### src/pkg/flash_front_pkg.sv
// Purpose: shared constants for the serial flash bus front end
// Assumes: one system clock, link pins sampled through two flip-flops
// Notes: instruction codes and bit positions used by the front end
package flash_front_pkg;
	localparam logic [7:0] CMD_ENTER_QUAD_WIRE = 8'h38;
	localparam logic [7:0] CMD_EXIT_QUAD_WIRE  = 8'hFF;
	localparam logic [7:0] CMD_RESET_ENABLE    = 8'h66;
	localparam logic [7:0] CMD_RESET_DEVICE    = 8'h99;
	localparam logic [7:0] CMD_ENTER_ADDR4     = 8'hB7;
	localparam logic [7:0] CMD_EXIT_ADDR4      = 8'hE9;
	localparam logic [7:0] CMD_DUAL_OUT_READ   = 8'h3B;
	localparam logic [7:0] CMD_DUAL_IO_READ    = 8'hBB;
	localparam logic [7:0] CMD_QUAD_OUT_READ   = 8'h6B;
	localparam logic [7:0] CMD_QUAD_IO_READ    = 8'hEB;
	localparam logic [7:0] CMD_FAST_READ4      = 8'h0C;
	localparam logic [7:0] CMD_READ4           = 8'h13;
	localparam logic [7:0] CMD_DTR_FAST_READ   = 8'h0D;
	localparam logic [7:0] CMD_DTR_QUAD_READ   = 8'hED;
	localparam logic [7:0] CMD_WRITE_STATUS    = 8'h01;
	localparam int         ADDR3_BYTES         = 3;
	localparam int         ADDR4_BYTES         = 4;
	localparam int         DUMMY_CLOCKS        = 8;
	localparam logic [7:0] EXT_ADDR_RESET      = 8'h00;
	localparam int         SYNC_STAGES         = 2;
	localparam logic [5:0] PIN_IDLE_LEVELS     = 6'h1F;
	localparam int         CLK_FREQ_MHZ        = 200;
	localparam int         LINK_PERIOD_NS      = 160;
	localparam int         LINK_PERIOD_CYCLES  = (LINK_PERIOD_NS * CLK_FREQ_MHZ) / 1000;
	typedef enum logic [1:0] {WIDTH_ONE, WIDTH_TWO, WIDTH_FOUR} line_width_e;
endpackage

### src/logic/pin_sync.sv
// Purpose: two flip-flop synchroniser for a group of link pins
// Assumes: inputs asynchronous to clock
// Notes: first stage read only by the second stage
module pin_sync #(
	parameter int WIDTH = 1
) (
	input  wire logic             clock,
	input  wire logic             rst_n,
	input  wire logic [WIDTH-1:0] pinIn,
	input  wire logic [WIDTH-1:0] resetValue,
	output logic      [WIDTH-1:0] pinOut
);
	logic [WIDTH-1:0] stage1_reg;

	always_ff @(posedge clock) begin
		if (!rst_n) begin
			stage1_reg <= resetValue;
			pinOut     <= resetValue;
		end else begin
			stage1_reg <= pinIn;
			pinOut     <= stage1_reg;
		end
	end
endmodule // pin_sync

### src/logic/serial_flash_front_end.sv
// Purpose: serial bus front end of a serial NOR flash: decode, modes, pause, pin muxing
// Assumes: link clock, select and data pins sampled by a much faster clock
// Notes: array, program and erase engines sit behind the request/response ports
// What this block does
// - low write guard with protect bit blocks status writes
// - quad enable turns write guard into data line 2
// - pause while selected: output off, inputs ignored
// - line 3 is pause or restart unless quad enabled
// - single mode: sample rising edge, drive falling edge
// - accept clock idle low or idle high
// - dual instructions use lines 0 and 1
// - quad instructions use all four lines
// - quad instructions need the quad enable bit
// - enter (with quad enable) and exit commands toggle four-wire instruction mode
// - four-wire mode: opcode in two clocks
// - power-up and reset leave four-wire mode
// - double rate: opcode rising, rest both edges
// - power-up address width from non-volatile bit
// - enter/exit commands switch address width, status shows it
// - three-byte mode prepends extended address register
// - some instructions always take four address bytes
// - pause starts when clock low, else next fall
// - pause ends when clock low, else next fall
// - pause only in single/dual, only selected
// - pause keeps partial instruction state
// - select high deselects, tri-states, needs fall first
// - pin select bit picks pause or restart
module serial_flash_front_end
	import flash_front_pkg::*;
#(
	parameter int ADDR_BITS = 32
) (
	input  wire logic                  clock,
	input  wire logic                  rst_n,
	input  wire logic                  linkClock,
	input  wire logic                  selectPin_n,
	input  wire logic [3:0]            dataIn,
	output logic      [3:0]            dataOut,
	output logic      [3:0]            dataOe_n,
	input  wire logic                  quad_enable_bit,
	input  wire logic                  status_protect_bit,
	input  wire logic                  powerup_addr_width_bit,
	input  wire logic                  pinFunctionRestart,
	input  wire logic [7:0]            extAddrReg,
	input  wire logic [7:0]            readData,
	output logic                       current_addr_width_bit,
	output logic                       four_wire_instruction_mode,
	output logic                       pauseActive,
	output logic                       statusWriteBlocked,
	output logic                       restartRequest,
	output logic                       cmdValid,
	output logic      [7:0]            cmdCode,
	output logic      [ADDR_BITS-1:0]  cmdAddr,
	output logic                       dataByteValid,
	output logic      [7:0]            dataByte,
	output logic                       readByteTake
);
	import flash_front_pkg::*;

	typedef enum logic [2:0] {ST_IDLE, ST_OPCODE, ST_ADDR, ST_DUMMY, ST_READ, ST_WRITE,
		ST_IGNORE} phase_e;

	logic [5:0] syncPins;
	logic       linkClk, selN;
	logic [3:0] dIn;
	logic       linkClkPrev_reg, selNPrev_reg;
	phase_e     phase_reg;
	logic [7:0] shift_reg, outShift_reg;
	logic [5:0] bitCount_reg;
	logic [2:0] byteCount_reg;
	logic [2:0] addrBytes_reg;
	logic       ddr_reg, resetArmed_reg, armedAfterPowerup_reg, captured_reg;
	line_width_e width_reg;
	logic [ADDR_BITS-1:0] addr_reg;

	// idle levels under reset, so release shows no false select fall
	pin_sync #(.WIDTH(6)) sync_inst (
		.clock      (clock),
		.rst_n      (rst_n),
		.pinIn      ({linkClock, selectPin_n, dataIn}),
		.resetValue (PIN_IDLE_LEVELS),
		.pinOut     (syncPins)
	);
	assign linkClk = syncPins[5];
	assign selN    = syncPins[4];
	assign dIn     = syncPins[3:0];

	wire riseEdge   = linkClk && !linkClkPrev_reg;
	wire fallEdge   = !linkClk && linkClkPrev_reg;
	wire selFall    = !selN && selNPrev_reg;
	wire selected   = !selN && armedAfterPowerup_reg;
	// pin 3 acts as pause only in non-quad, non-restart setting
	wire pauseFunc  = !quad_enable_bit && !pinFunctionRestart && width_reg != WIDTH_FOUR;
	wire restartFun = !quad_enable_bit && pinFunctionRestart;
	wire pausePin   = pauseFunc && !dIn[3];
	wire pauseOn    = pauseActive && !selN;
	// clock already low: act on pin edge at once, else wait for next fall
	wire pauseStart = selected && pausePin && !pauseActive && (!linkClk || fallEdge);
	wire pauseStop  = pauseActive && !pausePin && (!linkClk || fallEdge);
	wire shiftEn    = selected && !pauseOn && phase_reg != ST_IDLE && phase_reg != ST_IGNORE;
	wire sampleEn   = shiftEn && (riseEdge || (ddr_reg && fallEdge && phase_reg != ST_OPCODE));
	wire driveEn    = shiftEn && phase_reg == ST_READ && (fallEdge || (ddr_reg && riseEdge));

	function automatic logic [2:0] bits_per_edge(input line_width_e w);
		case (w)
			WIDTH_TWO:  bits_per_edge = 3'd2;
			WIDTH_FOUR: bits_per_edge = 3'd4;
			default:    bits_per_edge = 3'd1;
		endcase
	endfunction

	// msb first, highest line carries most significant bit
	function automatic logic [7:0] shift_in(input logic [7:0] s, input logic [3:0] d,
			input line_width_e w);
		case (w)
			WIDTH_TWO:  shift_in = {s[5:0], d[1:0]};
			WIDTH_FOUR: shift_in = {s[3:0], d[3:0]};
			default:    shift_in = {s[6:0], d[0]};
		endcase
	endfunction

	function automatic line_width_e cmd_width(input logic [7:0] c);
		if (c == CMD_DUAL_OUT_READ || c == CMD_DUAL_IO_READ)
			cmd_width = WIDTH_TWO;
		else if (c == CMD_QUAD_OUT_READ || c == CMD_QUAD_IO_READ || c == CMD_DTR_QUAD_READ)
			cmd_width = WIDTH_FOUR;
		else
			cmd_width = WIDTH_ONE;
	endfunction

	function automatic logic is_quad(input logic [7:0] c);
		is_quad = (c == CMD_QUAD_OUT_READ || c == CMD_QUAD_IO_READ || c == CMD_DTR_QUAD_READ);
	endfunction

	function automatic logic has_addr(input logic [7:0] c);
		has_addr = (c == CMD_DUAL_OUT_READ || c == CMD_DUAL_IO_READ || c == CMD_QUAD_OUT_READ
			|| c == CMD_QUAD_IO_READ || c == CMD_FAST_READ4 || c == CMD_READ4
			|| c == CMD_DTR_FAST_READ || c == CMD_DTR_QUAD_READ);
	endfunction

	// dummy phase counts sample edges, both edges in double rate, whatever the line width
	wire [5:0] step       = (phase_reg == ST_DUMMY) ? 6'd1 : {3'd0, bits_per_edge(width_reg)};
	wire [5:0] bitsNext   = bitCount_reg + step;
	wire [7:0] shiftNext  = shift_in(shift_reg, dIn, width_reg);
	wire       byteDone   = sampleEn && bitsNext[3] && phase_reg != ST_DUMMY;
	wire [7:0] opNext     = shiftNext;
	wire       opQuadBad  = is_quad(opNext) && !quad_enable_bit;
	wire       enterQw    = opNext == CMD_ENTER_QUAD_WIRE && quad_enable_bit;
	// fixed four-byte subset ignores the width setting
	wire       force4     = opNext == CMD_FAST_READ4 || opNext == CMD_READ4;
	wire [2:0] addrLen    = (force4 || current_addr_width_bit) ? 3'(ADDR4_BYTES)
		: 3'(ADDR3_BYTES);
	wire [ADDR_BITS-1:0] addrShift = {addr_reg[ADDR_BITS-9:0], shiftNext};
	// three-byte form uses extended register for the top byte
	wire [ADDR_BITS-1:0] addrFinal = (addrBytes_reg == 3'(ADDR3_BYTES))
		? {extAddrReg, addrShift[23:0]} : addrShift;
	wire       wsBlocked  = status_protect_bit && !dIn[2] && !quad_enable_bit
		&& width_reg != WIDTH_FOUR;

	always_ff @(posedge clock) begin
		if (!rst_n) begin
			linkClkPrev_reg <= 1'b0;
			selNPrev_reg    <= 1'b1;
		end else begin
			linkClkPrev_reg <= linkClk;
			selNPrev_reg    <= selN;
		end
	end

	// a select fall must be seen before any instruction is taken
	always_ff @(posedge clock) begin
		if (!rst_n)
			armedAfterPowerup_reg <= 1'b0;
		else if (selFall)
			armedAfterPowerup_reg <= 1'b1;
	end

	always_ff @(posedge clock) begin
		if (!rst_n || selN) begin
			pauseActive <= 1'b0;
		end else if (pauseStart) begin
			pauseActive <= 1'b1;
		end else if (pauseStop) begin
			pauseActive <= 1'b0;
		end
	end

	always_ff @(posedge clock) begin
		if (!rst_n) begin
			restartRequest     <= 1'b0;
			statusWriteBlocked <= 1'b0;
		end else begin
			restartRequest     <= restartFun && !dIn[3];
			statusWriteBlocked <= wsBlocked;
		end
	end

	// power-up width latched after release, not under reset
	always_ff @(posedge clock) begin
		if (!rst_n) begin
			captured_reg           <= 1'b0;
			current_addr_width_bit <= 1'b0;
		end else if (!captured_reg) begin
			captured_reg           <= 1'b1;
			current_addr_width_bit <= powerup_addr_width_bit;
		end else if (byteDone && phase_reg == ST_OPCODE) begin
			if (opNext == CMD_ENTER_ADDR4)
				current_addr_width_bit <= 1'b1;
			else if (opNext == CMD_EXIT_ADDR4)
				current_addr_width_bit <= 1'b0;
			else if (opNext == CMD_RESET_DEVICE && resetArmed_reg)
				current_addr_width_bit <= powerup_addr_width_bit;
		end
	end

	always_ff @(posedge clock) begin
		if (!rst_n) begin
			four_wire_instruction_mode <= 1'b0;
			resetArmed_reg             <= 1'b0;
		end else if (byteDone && phase_reg == ST_OPCODE) begin
			resetArmed_reg <= opNext == CMD_RESET_ENABLE;
			if (opNext == CMD_RESET_DEVICE && resetArmed_reg)
				four_wire_instruction_mode <= 1'b0;
			else if (enterQw)
				four_wire_instruction_mode <= 1'b1;
			else if (opNext == CMD_EXIT_QUAD_WIRE && four_wire_instruction_mode)
				four_wire_instruction_mode <= 1'b0;
		end
	end

	// transfer sequencer; select high drops all interface state
	always_ff @(posedge clock) begin
		if (!rst_n || selN) begin
			phase_reg     <= ST_IDLE;
			width_reg     <= WIDTH_ONE;
			bitCount_reg  <= '0;
			byteCount_reg <= '0;
			addrBytes_reg <= '0;
			shift_reg     <= '0;
			addr_reg      <= '0;
			ddr_reg       <= 1'b0;
		end else if (phase_reg == ST_IDLE) begin
			if (selected) begin
				phase_reg <= ST_OPCODE;
				width_reg <= four_wire_instruction_mode ? WIDTH_FOUR : WIDTH_ONE;
			end
		end else if (sampleEn) begin
			// paused cycles never reach here, so partial state is kept
			shift_reg    <= shiftNext;
			bitCount_reg <= byteDone ? 6'd0 : bitsNext;
			if (byteDone) begin
				case (phase_reg)
					ST_OPCODE: begin
						if (opQuadBad) begin
							phase_reg <= ST_IGNORE;
						end else if (has_addr(opNext)) begin
							phase_reg     <= ST_ADDR;
							addrBytes_reg <= addrLen;
							ddr_reg       <= opNext == CMD_DTR_FAST_READ
								|| opNext == CMD_DTR_QUAD_READ;
							if (!four_wire_instruction_mode &&
								(opNext == CMD_DUAL_IO_READ || opNext == CMD_QUAD_IO_READ
								|| opNext == CMD_DTR_QUAD_READ))
								width_reg <= cmd_width(opNext);
						end else if (opNext == CMD_WRITE_STATUS) begin
							phase_reg <= ST_WRITE;
						end else begin
							phase_reg <= ST_IGNORE;
						end
						byteCount_reg <= '0;
					end
					ST_ADDR: begin
						addr_reg      <= addrShift;
						byteCount_reg <= byteCount_reg + 3'd1;
						if (byteCount_reg + 3'd1 == addrBytes_reg) begin
							phase_reg     <= ST_DUMMY;
							bitCount_reg  <= '0;
							if (!four_wire_instruction_mode)
								width_reg <= cmd_width(cmdCode);
						end
					end
					default: ;
				endcase
			end else if (phase_reg == ST_DUMMY && bitsNext >= 6'(DUMMY_CLOCKS)) begin
				phase_reg    <= ST_READ;
				bitCount_reg <= '0;
			end
		end
	end

	always_ff @(posedge clock) begin
		if (!rst_n) begin
			cmdValid      <= 1'b0;
			cmdCode       <= 8'h00;
			cmdAddr       <= '0;
			dataByteValid <= 1'b0;
			dataByte      <= 8'h00;
		end else begin
			cmdValid      <= 1'b0;
			dataByteValid <= 1'b0;
			if (byteDone && phase_reg == ST_OPCODE && !opQuadBad) begin
				cmdCode  <= opNext;
				cmdValid <= !has_addr(opNext);
			end
			if (byteDone && phase_reg == ST_ADDR && byteCount_reg + 3'd1 == addrBytes_reg) begin
				cmdAddr  <= addrFinal;
				cmdValid <= 1'b1;
			end
			// status writes dropped while the guard is active
			if (byteDone && phase_reg == ST_WRITE && !wsBlocked) begin
				dataByte      <= shiftNext;
				dataByteValid <= 1'b1;
			end
		end
	end

	wire [3:0] lanesOn = (width_reg == WIDTH_FOUR) ? 4'hF
		: (width_reg == WIDTH_TWO) ? 4'h3 : 4'h2;
	wire [7:0] outShifted = (width_reg == WIDTH_FOUR) ? {outShift_reg[3:0], 4'h0}
		: (width_reg == WIDTH_TWO) ? {outShift_reg[5:0], 2'h0} : {outShift_reg[6:0], 1'b0};
	wire [3:0] outBits = (width_reg == WIDTH_FOUR) ? outShift_reg[7:4]
		: (width_reg == WIDTH_TWO) ? {2'h0, outShift_reg[7:6]} : {2'h0, outShift_reg[7], 1'b0};
	logic [5:0] outCount_reg;

	// read data shifted out msb first on the drive edge
	always_ff @(posedge clock) begin
		if (!rst_n || selN) begin
			outShift_reg <= 8'h00;
			outCount_reg <= '0;
			readByteTake <= 1'b0;
			dataOut      <= 4'h0;
		end else begin
			readByteTake <= 1'b0;
			if (driveEn) begin
				if (outCount_reg == 6'd0) begin
					readByteTake <= 1'b1;
					dataOut      <= (width_reg == WIDTH_FOUR) ? readData[7:4]
						: (width_reg == WIDTH_TWO) ? {2'h0, readData[7:6]}
						: {2'h0, readData[7], 1'b0};
					outShift_reg <= readData << bits_per_edge(width_reg);
				end else begin
					dataOut      <= outBits;
					outShift_reg <= outShifted;
				end
				outCount_reg <= (outCount_reg + step >= 6'd8) ? 6'd0 : outCount_reg + step;
			end
		end
	end

	// outputs float when deselected, paused or not reading
	always_ff @(posedge clock) begin
		if (!rst_n)
			dataOe_n <= 4'hF;
		else if (selN || pauseOn || phase_reg != ST_READ)
			dataOe_n <= 4'hF;
		else
			dataOe_n <= ~lanesOn;
	end
endmodule // serial_flash_front_end

### config.mk
export PLATFORM = sky130hd
export DESIGN_NAME = serial_flash_front_end
export DESIGN_NICKNAME = d
export VERILOG_FILES = /design/src/pkg/flash_front_pkg.sv /design/src/logic/pin_sync.sv /design/src/logic/serial_flash_front_end.sv
export SDC_FILE = /design/constraint.sdc
export NUM_CORES = 1
export LEC_CHECK = 0
export ABC_AREA = 0
export ABC_CLOCK_PERIOD_IN_PS = 5450
export BUFFER_PORTS_ARGS = -buffer_cell sky130_fd_sc_hd__clkbuf_2
export CAP_MARGIN = 5
export CORE_ASPECT_RATIO = 0.9
export CORE_UTILIZATION = 45
export DETAILED_ROUTE_END_ITERATION = 8
export HOLD_SLACK_MARGIN = 0.02
export PLACE_DENSITY_LB_ADDON = 0.2
export SYNTH_ARGS = -nofsm -noshare
export SYNTH_HDL_FRONTEND = slang
export SYNTH_SLANG_ARGS = --single-unit
export TNS_END_PERCENT = 50
### constraint.sdc
create_clock -name clock -period 5.45 [get_ports clock]
set_clock_uncertainty 0.2 [all_clocks]
set_input_delay 0.2725 -clock clock [delete_from_list [all_inputs] [get_ports clock]]
set_output_delay 0.2725 -clock clock [all_outputs]
set_load 0.005 [all_outputs]
======== After elaboration in Yosys (flattened, before gate mapping) ========
Cells that the tools add are included.
operators by class
  reductions and logical operators ........ 99
  shifts and indexed selects .............. 1
  mux-type cells .......................... 65
  eq/ne operators ......................... 44
  $lt $le $gt $ge ......................... 2
  bitwise logic cells ..................... 5
  add/subtract/negate cells ............... 3
operators with widths
  operator            count
  $eq 8x8->1 const B  10
  $logic_and 1x1->1   41
  $mux 3              13
  $mux 6              6
  $mux 32             1
  $mux 2              15
  $eq 8x6->1 const B  3
  $eq 8x7->1 const B  3
  $mux 8              3
  $logic_or 1x1->1    23
  $mux 1              18
  $pmux 3 s2          3
  $eq 8x4->1 const B  2
  $mux 4              4
  $pmux 8 s2          1
  $logic_not 1->1     15
  $add 6x3->6         2
  $ge 6x4->1 const B  2
  $ne 3x3->1 const B  4
  $reduce_bool 3->1   4
  $eq 3x2->1 const B  3
  $ne 3x1->1 const B  3
  $reduce_and 9->1    1
  $eq 8x1->1 const B  1
  other kinds (24)    38
storage, ports and cells
  logic and storage cells ................. 249
  output and inout bits ................... 64
  input port bits ......................... 28
  bits in registers ....................... 144

======== Logic depth before layout (Yosys ltp) ========
  depth in word-level cells ............... 16
  depth in mapped cells ................... 16
  gate-level depth less buffers ........... 13

======== Modules after synthesis ========
Synthesis repeated with hierarchy kept, for this count alone.
second synthesis, totals
  cells, all modules ...................... 837
  area, all modules ....................... 6784.0 um^2
by module, submodules not included
  module                  cells each  times used  area an instance (um^2)  seq. area each (um^2)
  serial_flash_front_end  812         1           6359.8                   2602.5
  pin_sync                25          1           424.2                    240.2

======== Worst setup path before layout ========
Ideal clock, no wire load.
  path kind ............................... flip-flop to flip-flop
  from .................................... register phase_reg[1]
  to ...................................... register dataByte[7]
  clock period less this slack ............ 3281 ps
  data required time ...................... 5122 ps
  cell stages (with the launch flop) ...... 14
  library setup time ...................... 128 ps
  arrival ................................. 2954 ps
  path slack .............................. 2169 ps
  path buffers ............................ 4
  cell sequence ........................... dfxtp_1 -> clkbuf_1 -> and3b_1 -> clkbuf_1 -> nor2_1 -> ha_1 -> clkbuf_2 -> o2111a_1 -> or3_1 -> nand3_2 -> or4b_1 -> buf_2 -> mux2i_1 -> nor2_1
between the ends
  word-level cells in the longest chain between the ends .. 8
  elaborated cells between the ends (all ways) .. 17
  classes of those cells .................. add/sub (1); eq/ne (5); mux (1); reduce/logical (10)
RTL lines
  what                                                                 RTL line                       source
  start: declaration                                                   serial_flash_front_end.sv:67   phase_e phase_reg;
  start signal: assignment                                             serial_flash_front_end.sv:234  phase_reg <= ST_IDLE;
  start signal: assignment                                             serial_flash_front_end.sv:244  phase_reg <= ST_OPCODE;
  start signal: assignment                                             serial_flash_front_end.sv:255  phase_reg <= ST_IGNORE;
  parallel branches: the longest is 6 deep, another holds $add 6x3->6  n/a
  $logic_and 1x1->1 * (2 in series)                                    serial_flash_front_end.sv:310  if (byteDone && phase_reg == ST_WRITE && !wsBlocked) begin
  end signal: assignment                                               serial_flash_front_end.sv:311  dataByte <= shiftNext;
  end: declaration                                                     serial_flash_front_end.sv:55   output logic [7:0] dataByte,
Every way passes the cells marked *.
A chain may end at the register's enable or synchronous reset.

======== Worst setup path after layout ========
  from .................................... register phase_reg[1]
  to ...................................... register cmdAddr[28]
between the ends
  word-level cells in the longest chain between the ends .. 8
  elaborated cells between the ends (all ways) .. 17
  classes of those cells .................. add/sub (1); eq/ne (5); mux (1); reduce/logical (10)
RTL lines
  what                                                                 RTL line                       source
  parallel branches: the longest is 6 deep, another holds $add 6x3->6  n/a
  $logic_and 1x1->1 * (2 in series)                                    serial_flash_front_end.sv:305  if (byteDone && phase_reg == ST_ADDR && byteCount_reg + 3'd1 == addrBytes_reg) begin
  end signal: assignment                                               serial_flash_front_end.sv:306  cmdAddr <= addrFinal;
  end: declaration                                                     serial_flash_front_end.sv:53   output logic [ADDR_BITS-1:0] cmdAddr,
Marked as above.

==> metrics.cfg <==
[status]
status=finished, final reports clean

[yosys]
synthArstFlopShare_pct=0
yosysTopAreaCell=dfxtp_1
synth_xor_area_share_pct=1.14
syn_avg_cell_area_um2=8.13
ys_seq_elements=142
yosysWarnings=0
synthSimpleGateAreaFrac_pct=25.6
synthMuxAreaShare_pct=5.32
synth_edf_count=0
syn_nets=860
ys_types=79
synth-adder-area-share_pct=2.02
ys_seq_area_share_pct=42.6
synth_flop_cell=dfxtp_1
synth_top_cell_area_share_pct=42.6
ys_top_cells_by_area=dfxtp_1 43%, nand2_1 9.3%, a21oi_1 6.7%
synth_top_family_by_area=simple AND/OR/NAND/NOR gates
netlist_area_um2=6680
synth_compound_area_share_pct=18.2
synthCells=822

[global_routing]
grt_start_max_net_pins=56
gr-total-overflow=0
grt_pass1_vias=5587
grtUsageTotal_pct=22.9
grt_pass1_wl_mm=27.9
antenna_found_initial=0

[worst_setup_path]
critPathMaxStageDelay_ns=0.63
worstPathRequired_ns=5.58
r2r_slack_ns=1.45
worst_r2r_path_depth=10
startpoint_type=flip-flop
critPathArrivalTime_ns=4.13
setup.worst_path.end_class=flip-flop
r2r_end=cmdAddr[28]$_SDFFE_PN0P_
crit_path_cell_trace=and3b_1 > nor2_1 > ha_1 > a31oi_1 > a21boi_0 > nor4_4 > and2_1 > buf_4 > nor2_1 > a211oi_1
crit_start=phase_reg[1]$_SDFFE_PP0P_
path_class=reg -> reg
slowest_stage=nor4_4
path_max_fanout=33
cpMostUsedCell=nor2_1
rr_startpoint=phase_reg[1]$_SDFFE_PP0P_

[sta]
post-route-min-period_ns=4.00
final-setup-viol-count=0
period_share_pct=73.4
tns_ns=0
report.final.slew_viol_count=0
tightest_slew_ns=1.02
rsz0062_at_grt=false
hold_violations=0
clock.fmax_ghz=0.250
maxSlewHeadroom_pct=32.1

[cts]
cts_max_path_buffers=2
cts_tree=done
cts_num_sinks=142
cts.clk_slew.worst_paths_ns=0.06
post_cts_resized=0
postCtsSetupBuffers=0
hold_buffers=20
numCtsBuffers=17
root_buffer=clkbuf_16
clock_latency_ns=0.43
htree_num_levels=4

[place]
dp_hpwl_mm=11.3
io_buffers=91
gp_congestion=0.809
dp_cells=1056

[power]
p_leak_nw=2.98
powerDensity_nw_per_um2=299
ir_drop_uv=229

[min_path]
whs_endpoint=dataOut[2]$_SDFFE_PP0P_
holdPathStages=5
min_path_type=in -> reg
worstHoldStart=readData[6]

[cells_and_area]
insertedDiodeCount=0
drive_gt1_share_pct=16.5
largest_reg_flops=32
num-fill-cells=1360
stdcell_count=1108
final_nets=940
synthToLayoutAreaGrowth_pct=19.9

[routing]
first_pass_iters=5
wl_mm=16.9
ant_nets=0
route.detailed.drc=0
wl_per_cell_um=15.3
viasPerCell=5.49
vias=6084
drtIter0Drc=472

[floorplanning]
die_w_um=130
ios=92
core_um2=14300
start_util_pct=46.8
die_h_um=118
rows=41
dieArea_um2=15300

[job]
drv_cap=0

-- how the worst max path moves through the flow --
stage | cells past startpoint | slack (ns) | to
after detailed placement | 11 | 1.53 | cmdAddr[27]$_SDFFE_PN0P_
after CTS | 10 | 1.52 | cmdAddr[27]$_SDFFE_PN0P_
after global routing | 10 | 1.05 | cmdAddr[28]$_SDFFE_PN0P_
after floorplan | 13 | 2.17 | dataByte[7]$_SDFFE_PN0P_
after global placement | 9 | 1.64 | cmdAddr[22]$_SDFFE_PN0P_
final | 10 | 1.45 | cmdAddr[28]$_SDFFE_PN0P_
-- layout make-up --
type / count / area (um2) / area share (%)
multi-input cells: 608 / 3500 / 43.6
flip-flops and latches: 142 / 2840 / 35.5
repair buffers: 121 / 731 / 9.12
clock buffers: 19 / 443 / 5.53
well taps: 193 / 241 / 3.01
clock inverters: 13 / 211 / 2.64
inverters: 12 / 45.0 / 0.562
-- logic make-up after synthesis --
logic type / after synthesis
buffers and inverters: 72
DFF: 142
adders and majority gates: 11
xor gates and xnor gates: 7
AOI/OAI and AO/OA: 193
muxes: 35
and+or+nand+nor: 362
-- critical path: cells and delay by family (launching register included) --
kind / cells / cell delay, ns
adders and majority gates: 1 / 0.39
DFF: 1 / 0.58
buffers and inverters: 1 / 0.38
AOI/OAI and AO/OA: 3 / 0.73
and+or+nand+nor: 5 / 1.61
-- synthesized netlist by cell type (5+ instances only) --
master	instances
nand2_1	165
dfxtp_1	142
a21oi_1	89
nor2_1	64
mux2i_1	31
clkbuf_1	30
nand3_1	23
nor3_1	21
a211oi_1	19
o21ai_0	17
buf_2	16
nand2b_1	14
and2_1	11
nand4_1	11
ha_1	10
inv_1	9
nor2b_1	9
a31oi_1	8
and3_1	8
nor4_1	8
o211ai_1	6
or3_1	6
buf_4	5
o21a_1	5
o22ai_1	5
-- layer usage --
layer	wire [um]	share of wire, %	global-route usage (%)	vias up
met5	0	0	0	-
met3	781	4.6	4.86	18
li1	-	-	-	3067
met1	8350	49	31.5	2845
met4	220	1.3	7.69	0
met2	7600	45	35.4	154
-- report_power, final --
group	switching [mW]	internal, mW	total [mW]
combinational	0.0280	0.0260	0.0539
sequential	0.00440	1.04	1.05
clock	0.467	0.826	1.29
total	0.499	1.90	2.40
-- metrics by stage --
| step | power [mW] | hold WS (ns) | worst slack, ns | area [um2] | util, % |
|---|---|---|---|---|---|
| after CTS | 2.41 | 0.0223 | 1.52 | 8010 | 56.2 |
| after floorplan | 1.09 | 0.100 | 2.17 | 6680 | - |
| after global placement | 1.11 | 0.190 | 1.64 | 7160 | 50.2 |
| after detailed placement | 1.11 | 0.194 | 1.53 | 7160 | 50.2 |
| after global routing | 2.46 | 0.0647 | 1.05 | 8010 | 56.2 |
| final | 2.40 | 0.0376 | 1.45 | 8010 | 56.2 |
-- placed cells by master, fill, tap and decap left out, drive strengths merged, types with 3 or more instances in the layout --
| cell type | Yosys | routed |
|---|---|---|
| ha | 10 | 10 |
| buf | 29 | 10 |
| inv | 10 | 11 |
| o211ai | 6 | 6 |
| nand3b | 3 | 3 |
| mux2i | 31 | 31 |
| nor2 | 64 | 64 |
| dlygate4sd3 | 0 | 20 |
| or3 | 6 | 6 |
| o21ai | 23 | 23 |
| and3 | 8 | 8 |
| nand2b | 14 | 14 |
| nor4 | 10 | 10 |
| nor2b | 9 | 9 |
| nor3 | 21 | 21 |
| or2 | 3 | 3 |
| nand2 | 165 | 165 |
| a211oi | 19 | 19 |
| clkbuf | 31 | 110 |
| a31oi | 8 | 8 |
| dfxtp | 142 | 142 |
| and4 | 3 | 3 |
| a22oi | 4 | 4 |
| and2 | 11 | 11 |
| o21a | 5 | 5 |
| nand4 | 11 | 11 |
| clkinv | 2 | 8 |
| bufinv | 0 | 5 |
| a21oi | 91 | 91 |
| mux2 | 4 | 4 |
| xnor2 | 4 | 4 |
| o22ai | 5 | 5 |
| nand3 | 24 | 24 |
Power figures use the tool's default switching activity.
